$ cat src/logic/afe_map.vh
`ifndef AFE_MAP_VH
`define AFE_MAP_VH

// register indices; byte address on the bus is four times the index
`define AFE_IDX_CH0 6'h00
`define AFE_IDX_CH1 6'h01
`define AFE_IDX_MOD 6'h08
`define AFE_IDX_PHASE 6'h0A
`define AFE_IDX_GAIN 6'h0B
`define AFE_IDX_STATCOM 6'h0C
`define AFE_IDX_CFGA 6'h0D
`define AFE_IDX_CFGB 6'h0E
`define AFE_IDX_OFF0 6'h0F
`define AFE_IDX_GCAL0 6'h10
`define AFE_IDX_OFF1 6'h11
`define AFE_IDX_GCAL1 6'h12
`define AFE_IDX_SECUR 6'h1F
`define AFE_IDX_LOOP_PTR 6'h20
`define AFE_IDX_LOOP_DATA 6'h21
`define AFE_MAP_LAST 5'h1F

// reset values
`define AFE_RST_MOD 24'h000033
`define AFE_RST_STATCOM 24'hA90000
`define AFE_RST_ZERO 24'h000000

// implemented bits
`define AFE_MASK_MOD 24'h0000FF
`define AFE_MASK_PHASE 24'h000FFF
`define AFE_MASK_GAIN 24'h00003F

// status and communication fields
`define AFE_SC_READ_HI 23
`define AFE_SC_READ_LO 22
`define AFE_SC_WRITE 21
`define AFE_SC_WIDTH_HI 17
`define AFE_SC_WIDTH_LO 16

// configuration_a fields
`define AFE_CA_EN_OFFCAL 2
`define AFE_CA_GAIN_CORRECTION_ENABLE 1

// read-loop codes
`define AFE_RL_STATIC 2'h0
`define AFE_RL_GROUP 2'h1
`define AFE_RL_TYPE 2'h2
`define AFE_RL_MAP 2'h3

// output word widths
`define AFE_WD_16 2'h0
`define AFE_WD_24 2'h1
`define AFE_WD_32Z 2'h2
`define AFE_WD_32S 2'h3

// gain correction is a signed fraction with this many fraction bits
`define AFE_GCAL_FRAC 23

`endif

$ cat src/logic/afe_regmap.v
`timescale 1ns/1ps
`default_nettype none
`include "afe_map.vh"

// Summary of operation
// RULE1: every register is 24 bits wide and can be read alone at its own address.
// RULE2: channel data are returned in the word width chosen by the data-width field.
// RULE3: a two-bit read-loop field and a one-bit write-loop bit choose the address set for streams.
// RULE4: read loop 11 walks the whole map, 10 one type, 01 one group, 00 stays put.
// RULE5: write loop 1 walks the writable type, 0 stays put, channel data never take writes.
// RULE6: index 0x00 returns the channel zero result, read-only, MSB first.
// RULE7: index 0x01 returns the channel one result, read-only, MSB first.
// RULE8: index 0x08 is read/write and follows the modulator outputs.
// RULE9: index 0x0A holds the phase delay and 0x0B the amplifier gain, both read/write.
// RULE10: index 0x0C holds status and communication, 0x0D and 0x0E the two configurations.
// RULE11: index 0x0F holds the channel zero offset and 0x10 its gain correction.
// RULE12: index 0x11 holds the channel one offset and 0x12 its gain correction.
// RULE13: index 0x1F holds the lock password and the map checksum.
// RULE14: with gain correction enabled each channel result is scaled by its gain correction.
// RULE15: channel results are held while a read is in progress, new samples wait.
// RULE16: unused indices read zero and ignore writes.
// RULE17: a stream past the end of its set wraps to the first address of that set.
module afe_regmap #(
  parameter DW = 24
) (
  input wire i_mclk,
  input wire i_rstn,
  input wire [7:0] i_avs_address,
  input wire i_avs_read,
  input wire i_avs_write,
  input wire [31:0] i_avs_writedata,
  output reg [31:0] o_avs_readdata,
  output wire o_avs_waitrequest,
  input wire i_drdy,
  input wire [DW-1:0] i_ch0_raw,
  input wire [DW-1:0] i_ch1_raw,
  input wire i_mod_valid,
  input wire [7:0] i_mod_bits,
  input wire [15:0] i_map_crc,
  output reg [DW-1:0] o_phase,
  output reg [DW-1:0] o_gain,
  output reg [DW-1:0] o_statcom,
  output reg [DW-1:0] o_config_a,
  output reg [DW-1:0] o_config_b,
  output reg o_adc_restart
);

  reg ack_r;
  reg [DW-1:0] ch0_r;
  reg [DW-1:0] ch1_r;
  reg [DW-1:0] ch0_pend_r;
  reg [DW-1:0] ch1_pend_r;
  reg pend_r;
  reg [DW-1:0] mod_r;
  reg [DW-1:0] off0_r;
  reg [DW-1:0] gcal0_r;
  reg [DW-1:0] off1_r;
  reg [DW-1:0] gcal1_r;
  reg [7:0] passwd_r;
  reg [4:0] loop_ptr_r;
  reg [4:0] loop_ptr_nxt;
  reg [31:0] rdata_nxt;
  reg [DW-1:0] word;
  wire [5:0] idx;
  wire [4:0] acc_addr;
  wire loop_acc;
  wire wr_go;
  wire rd_go;
  wire [DW-1:0] wdata;
  wire [DW-1:0] ch0_corr;
  wire [DW-1:0] ch1_corr;
  wire [1:0] read_loop;
  wire write_loop;
  wire [1:0] width_sel;

  assign idx = i_avs_address[7:2];
  assign loop_acc = (idx == `AFE_IDX_LOOP_DATA);
  assign acc_addr = loop_acc ? loop_ptr_r : idx[4:0];
  assign wdata = i_avs_writedata[DW-1:0];
  assign read_loop = o_statcom[`AFE_SC_READ_HI:`AFE_SC_READ_LO]; // RULE3
  assign write_loop = o_statcom[`AFE_SC_WRITE]; // RULE3
  assign width_sel = o_statcom[`AFE_SC_WIDTH_HI:`AFE_SC_WIDTH_LO];

  // one wait cycle on every access; the answer comes on the second edge
  assign o_avs_waitrequest = (i_avs_read | i_avs_write) & ~ack_r;
  assign wr_go = i_avs_write & ack_r;
  assign rd_go = i_avs_read & ack_r;

  // offset then signed gain fraction: out = x + x*g/2^23
  function [DW-1:0] correct;
    input [DW-1:0] x;
    input [DW-1:0] off;
    input [DW-1:0] g;
    input en_off;
    input en_gain;
    reg [DW-1:0] y;
    reg signed [2*DW-1:0] prod;
    begin
      y = en_off ? x + off : x;
      prod = $signed(y) * $signed(g);
      correct = en_gain ? y + prod[`AFE_GCAL_FRAC+DW-1:`AFE_GCAL_FRAC] : y; // RULE14
    end
  endfunction

  assign ch0_corr = correct(i_ch0_raw, off0_r, gcal0_r,
    o_config_a[`AFE_CA_EN_OFFCAL], o_config_a[`AFE_CA_GAIN_CORRECTION_ENABLE]);
  assign ch1_corr = correct(i_ch1_raw, off1_r, gcal1_r,
    o_config_a[`AFE_CA_EN_OFFCAL], o_config_a[`AFE_CA_GAIN_CORRECTION_ENABLE]);

  // output word shaping for the channel data
  function [31:0] fmt;
    input [DW-1:0] d;
    input [1:0] w;
    begin
      case (w)
        `AFE_WD_16: fmt = {16'h0000, d[DW-1:DW-16]};
        `AFE_WD_24: fmt = {8'h00, d};
        `AFE_WD_32Z: fmt = {d, 8'h00};
        `AFE_WD_32S: fmt = {{8{d[DW-1]}}, d};
        default: fmt = {8'h00, d};
      endcase
    end
  endfunction

  // last and first address of the set that a stream walks
  function [4:0] set_first;
    input [4:0] a;
    input [1:0] mode;
    begin
      case (mode)
        `AFE_RL_MAP: set_first = 5'h00;
        `AFE_RL_TYPE: set_first = (a <= `AFE_IDX_CH1) ? 5'h00 : 5'h08;
        `AFE_RL_GROUP: begin
          if (a <= 5'h01) begin
            set_first = 5'h00;
          end else if (a <= 5'h0B) begin
            set_first = 5'h08;
          end else if (a <= 5'h0E) begin
            set_first = 5'h0C;
          end else if (a <= 5'h10) begin
            set_first = 5'h0F;
          end else if (a <= 5'h12) begin
            set_first = 5'h11;
          end else begin
            set_first = 5'h1F;
          end
        end
        default: set_first = a;
      endcase
    end
  endfunction

  function [4:0] set_last;
    input [4:0] a;
    input [1:0] mode;
    begin
      case (mode)
        `AFE_RL_MAP: set_last = `AFE_MAP_LAST;
        `AFE_RL_TYPE: set_last = (a <= `AFE_IDX_CH1) ? 5'h01 : `AFE_MAP_LAST;
        `AFE_RL_GROUP: begin
          if (a <= 5'h01) begin
            set_last = 5'h01;
          end else if (a <= 5'h0B) begin
            set_last = 5'h0B;
          end else if (a <= 5'h0E) begin
            set_last = 5'h0E;
          end else if (a <= 5'h10) begin
            set_last = 5'h10;
          end else if (a <= 5'h12) begin
            set_last = 5'h12;
          end else begin
            set_last = 5'h1F;
          end
        end
        default: set_last = a;
      endcase
    end
  endfunction

  function [4:0] step;
    input [4:0] a;
    input [1:0] mode;
    begin
      if (a == set_last(a, mode)) begin
        step = set_first(a, mode); // RULE17
      end else begin
        step = a + 5'h01;
      end
    end
  endfunction

  // read mux
  always @* begin
    word = `AFE_RST_ZERO;
    case (acc_addr)
      5'h00: word = ch0_r; // RULE6
      5'h01: word = ch1_r; // RULE7
      5'h08: word = mod_r & `AFE_MASK_MOD; // RULE8
      5'h0A: word = o_phase; // RULE9
      5'h0B: word = o_gain;
      5'h0C: word = o_statcom; // RULE10
      5'h0D: word = o_config_a;
      5'h0E: word = o_config_b;
      5'h0F: word = off0_r; // RULE11
      5'h10: word = gcal0_r;
      5'h11: word = off1_r; // RULE12
      5'h12: word = gcal1_r;
      5'h1F: word = {passwd_r, i_map_crc}; // RULE13
      default: word = `AFE_RST_ZERO; // RULE16
    endcase
    if (idx == `AFE_IDX_LOOP_PTR) begin
      rdata_nxt = {27'h0000000, loop_ptr_r};
    end else if (idx > `AFE_IDX_LOOP_DATA) begin
      rdata_nxt = 32'h00000000;
    end else if (acc_addr <= 5'h01) begin
      rdata_nxt = fmt(word, width_sel); // RULE2
    end else begin
      rdata_nxt = {8'h00, word}; // RULE1
    end
  end

  // stream pointer movement
  always @* begin
    loop_ptr_nxt = loop_ptr_r;
    if (wr_go && idx == `AFE_IDX_LOOP_PTR) begin
      loop_ptr_nxt = i_avs_writedata[4:0];
    end else if (rd_go && loop_acc) begin
      loop_ptr_nxt = step(loop_ptr_r, read_loop); // RULE4
    end else if (wr_go && loop_acc && write_loop && loop_ptr_r >= `AFE_IDX_MOD) begin
      loop_ptr_nxt = step(loop_ptr_r, `AFE_RL_TYPE); // RULE5
    end
  end

  always @(posedge i_mclk) begin
    if (!i_rstn) begin
      ack_r <= 1'b0;
      o_avs_readdata <= 32'h00000000;
      loop_ptr_r <= 5'h00;
    end else begin
      ack_r <= (i_avs_read | i_avs_write) & ~ack_r;
      if (i_avs_read && !ack_r) begin
        o_avs_readdata <= rdata_nxt;
      end
      loop_ptr_r <= loop_ptr_nxt;
    end
  end

  // channel results: a sample that lands during a read is parked
  always @(posedge i_mclk) begin
    if (!i_rstn) begin
      ch0_r <= `AFE_RST_ZERO;
      ch1_r <= `AFE_RST_ZERO;
      ch0_pend_r <= `AFE_RST_ZERO;
      ch1_pend_r <= `AFE_RST_ZERO;
      pend_r <= 1'b0;
    end else if (i_avs_read) begin
      if (i_drdy) begin
        ch0_pend_r <= ch0_corr; // RULE15
        ch1_pend_r <= ch1_corr;
        pend_r <= 1'b1;
      end
    end else if (i_drdy) begin
      ch0_r <= ch0_corr;
      ch1_r <= ch1_corr;
      pend_r <= 1'b0;
    end else if (pend_r) begin
      ch0_r <= ch0_pend_r; // RULE15
      ch1_r <= ch1_pend_r;
      pend_r <= 1'b0;
    end
  end

  // writable registers; writes to data and unused indices fall through
  always @(posedge i_mclk) begin
    if (!i_rstn) begin
      mod_r <= `AFE_RST_MOD;
      o_phase <= `AFE_RST_ZERO;
      o_gain <= `AFE_RST_ZERO;
      o_statcom <= `AFE_RST_STATCOM;
      o_config_a <= `AFE_RST_ZERO;
      o_config_b <= `AFE_RST_ZERO;
      off0_r <= `AFE_RST_ZERO;
      gcal0_r <= `AFE_RST_ZERO;
      off1_r <= `AFE_RST_ZERO;
      gcal1_r <= `AFE_RST_ZERO;
      passwd_r <= 8'h00;
      o_adc_restart <= 1'b0;
    end else begin
      o_adc_restart <= 1'b0;
      // modulator bits follow the converter; a bus write wins for that cycle only
      if (i_mod_valid) begin
        mod_r <= {16'h0000, i_mod_bits}; // RULE8
      end
      if (wr_go && idx <= `AFE_IDX_LOOP_DATA) begin
        case (acc_addr)
          5'h08: mod_r <= wdata & `AFE_MASK_MOD; // RULE8
          5'h0A: begin
            o_phase <= wdata & `AFE_MASK_PHASE; // RULE9
            o_adc_restart <= 1'b1;
          end
          5'h0B: o_gain <= wdata & `AFE_MASK_GAIN; // RULE9
          5'h0C: o_statcom <= wdata; // RULE10
          5'h0D: o_config_a <= wdata; // RULE10
          5'h0E: o_config_b <= wdata; // RULE10
          5'h0F: off0_r <= wdata; // RULE11
          5'h10: gcal0_r <= wdata; // RULE11
          5'h11: off1_r <= wdata; // RULE12
          5'h12: gcal1_r <= wdata; // RULE12
          5'h1F: passwd_r <= wdata[23:16]; // RULE13
          default: passwd_r <= passwd_r; // RULE16
        endcase
      end
    end
  end

endmodule // afe_regmap
`default_nettype wire

$ cat config.mk
export PLATFORM = sky130hd
export DESIGN_NAME = afe_regmap
export DESIGN_NICKNAME = d
export VERILOG_FILES = /design/src/logic/afe_regmap.v
export VERILOG_INCLUDE_DIRS = /design/src /design/src/logic
export SDC_FILE = /design/constraint.sdc
export NUM_CORES = 2
export LEC_CHECK = 0
export BUFFER_PORTS_ARGS = -buffer_cell sky130_fd_sc_hd__buf_4
export CORE_ASPECT_RATIO = 1.5
export CORE_MARGIN = 2
export CORE_UTILIZATION = 60
export CTS_CLUSTER_DIAMETER = 200
export DETAILED_ROUTE_END_ITERATION = 7
export GPL_TIMING_DRIVEN = 0
export PLACE_DENSITY = 0.78
export SYNTH_ARGS = -nofsm -noshare
export SYNTH_HDL_FRONTEND = slang
export SYNTH_SLANG_ARGS = --single-unit
$ cat constraint.sdc
create_clock -name i_mclk -period 41.5 [get_ports i_mclk]
set_input_delay 8.3 -clock i_mclk [delete_from_list [all_inputs] [get_ports i_mclk]]
set_output_delay 8.3 -clock i_mclk [all_outputs]
set_load 0.1 [all_outputs]
==> impl_results.md <==
- Share of layout cells above drive strength 1: 0.0611
- Asr flop ratio synth: 0
- Cells after Synth: 6968
- Worst EP arrival: 23.02 ns
- Die W: 265 um
- Top cells by count, synth: 1260 x inv_1, 1200 x fa_1, 1105 x nand2_1
- Critical Path RT: 41.97 ns
- Post-layout net count: 8920
- Post-synth top area share: 0.392
- Slew Limit Fails: 9
- CTS tree: yes
- Synth cell types: 99
- Netlist Area Pre-Place: 61300 um^2
- Via Count: 53100
- Worst slew margin: -0.0722
- Gp weighted congestion: 1.07
- Max-cap violations: 2
- Post-Synth XOR/XNOR Area: 0.0204
- Simple-Gate Fraction of Synth Area: 0.171
- Worst Hold Class: reg -> reg
- Critical path class: in -> reg
- Post-route ant nets: 0
- Worst slew pin tran: 1.61 ns
- Hold Vio Cnt, Final: 0
- Sequential area share after synthesis: 0.110
- Cell mode on critical path: fa_1
- Wire per inst: 28.5 um
- Hold_buf cts: 0
- CTS max path bufs: 3
- # port buffers: 213
- Pwr Density: 12.6 nW/um^2
- Wirelength, routed: 245000 um
- Core Box Area: 101000 um^2
- Total GRT Usage: 0.474
- Pre-Repair DR Iteration Count: 8
- Maximum VDD drop: 0.0256 mV
- IO Pins: 272
- Detailed Place HPWL: 203000 um
- Grt ovf: 0
- Skew final: 0.0454 ns
- DIE AREA: 105000 um^2
- Vias in the first global route: 55400
- Total Negative Setup Slacks: 0 ns
- Largest family of logic cells by synthesized area: adder cells
- Final min period: 22.55 ns
- Tcrit/Tclk final: 0.543
- Compound-Gate Fraction of Synth Area: 0.114
- Failing checks: design-rule violations, max-capacitance violations, max-slew violations
- Comb pwr share: 0.205
- Yosys reg bits: 338
- Synth warnings: 0
- Root buf cell: clkbuf_16
- F_max: 44.3 MHz
- CTS Sinks: 338
- Final setup vio count: 0
- Net Sw Frac: 0.332
- H-tree levels: 2
- Initial antenna violation count: 16
- Main area contributors after synthesis: fa_1 39%, dfxtp_1 11%, inv_1 7.7%
- Global-route wire length before repair: 357000 um
- EDFF count, synth: 0
- Worst-path clk slew: 0.06 ns
- Initial Util: 0.605
- DR iter-0 viols: 5377
- Die height: 396 um
- Worst-path maximum fanout: 10
- Postcts setup bufs: 0
- Final Util: 0.650
- Cell accounting for the most synthesized area: fa_1
- RSZ-0062 raised after global routing: no
- Status: finished with violations
- Synth Area in Adders: 0.464
- Clock latency on the worst-skew pair: 0.57 ns
- Sw Pwr: 0.274 mW
- CP peak stage delay: 1.23 ns
- Avg Cell Area, Syn: 8.80 um^2
- Mux cell area share after synthesis: 0.0128
- Leading register cell type out of synthesis: dfxtp_1
- Pint: 0.553 mW
- Post-CTS Resized: 0
- Seq pwr share: 0.406
- Rows: 143
- Worst Setup End Kind: flop
- Total CTS buffers: 34
- Most common cell in the synthesized netlist: inv_1
- Pin count of the biggest net entering global routing: 17
- Vias per cell: 6.18
- DRC: 2
- Startpoint types: input port
- Critical-path top delay cell: a21oi_1
- Leak: 32.8 nW
- Clock network power share: 0.389
- Syn-to-layout area delta: 7.37%
-- metal layers --
| metal | global-route usage | vias up | wire length, um |
|---|---|---|---|
| li1 | - | 22000 | - |
| met1 | 0.500 | 26400 | 75200 |
| met2 | 0.757 | 3361 | 113000 |
| met3 | 0.104 | 1293 | 23800 |
| met4 | 0.503 | 6 | 33200 |
| met5 | 0 | - | 47 |
-- registers in the layout, summed over array words and instances, names as in the netlist, 12 cells and up --
name / cells
o_avs_readdata: 32
ch0_pend_r: 24
ch0_r: 24
ch1_pend_r: 24
ch1_r: 24
gcal0_r: 24
gcal1_r: 24
o_config_a: 24
o_config_b: 24
o_statcom: 24
off0_r: 24
off1_r: 24
o_phase: 12
-- critical path: cells and delay by family --
kind | cells | cell delay (ns)
buffers and inverters | 7 | 1.01
adder cells (fa/ha/maj) | 11 | 5.02
AND/OR/NAND/NOR | 6 | 1.47
AO/OA/AOI/OAI | 25 | 6.65
XOR/XNOR | 3 | 0.57
-- power by group through the flow --
stage,sequential [mW],combinational [mW],clock (mW)
CTS,0.336,0.162,0.317
global placement,0.343,0.160,0
detailed placement,0.343,0.161,0
global route,0.336,0.173,0.330
floorplan,0.345,0.0890,0
finish,0.336,0.170,0.322
-- kinds of logic (layout without fill, tap and decap cells) --
kind of cell | count (synthesis) | in the layout
AO/OA/AOI/OAI | 985 | 985
XOR/XNOR | 141 | 141
adder cells (fa/ha/maj) | 1555 | 1555
buffers and inverters | 1691 | 1964
flip-flops | 338 | 338
multiplexers | 73 | 73
other | 1 | 48
AND/OR/NAND/NOR | 2184 | 2184
-- placed cells by master (no fill, tap or decap), types with 26 or more instances in the layout --
cell type	instances
a211oi_1	53
a21boi_0	129
a21boi_1	89
a21o_1	49
a21oi_1	190
a221oi_1	26
a222oi_1	39
a22o_1	33
a22oi_1	26
and2_1	603
buf_2	34
buf_4	250
clkbuf_1	341
clkbuf_16	34
conb_1	30
dfxtp_1	338
fa_1	1200
ha_1	355
inv_1	1260
mux2_2	32
mux2i_1	38
nand2_1	1105
nand3_1	67
nor2_1	185
nor2b_1	68
nor3_1	28
o211a_1	40
o21a_1	26
o21ai_0	109
o21ai_1	27
xnor2_1	100
xor2_1	40
-- path summary, 6_finish.rpt --
path / depth (start not counted) / slack (ns) / startpoint / to
max: 52 / 18.95 / i_ch0_raw[0] / ch0_r[23]
min: 2 / 0.46 / ch1_pend_r[22] / ch1_pend_r[22]
max reg2reg: 41 / 26.18 / o_config_a[2] / ch1_r[21]
min reg2reg: 2 / 0.46 / ch1_pend_r[22] / ch1_pend_r[22]
-- layout make-up --
class / instances / area (um^2)
multi-input combinational: 4968 / 48100
fill: 8688 / 35400
sequential: 338 / 6770
inverter: 1264 / 4740
buffer: 427 / 1830
tap: 1305 / 1630
timing repair buffer: 214 / 1610
clock buffer: 44 / 928
clock inverter: 15 / 185
antenna: 18 / 45.0
-- through the flow --
stage	setup slack, ns	instances	cell area (um^2)	total power [mW]	hold WS (ns)
2_1_floorplan	22.10	6997	61400	0.434	0.433
3_3_place_gp	18.26	8515	64700	0.502	0.449
3_5_place_dp	18.73	8516	64700	0.504	0.453
4_1_cts	19.22	8575	65800	0.814	0.462
5_1_grt	18.40	8582	65800	0.840	0.481
6_report	18.95	8593	65800	0.827	0.462
Note: power is estimated with default switching activity, not from simulation.
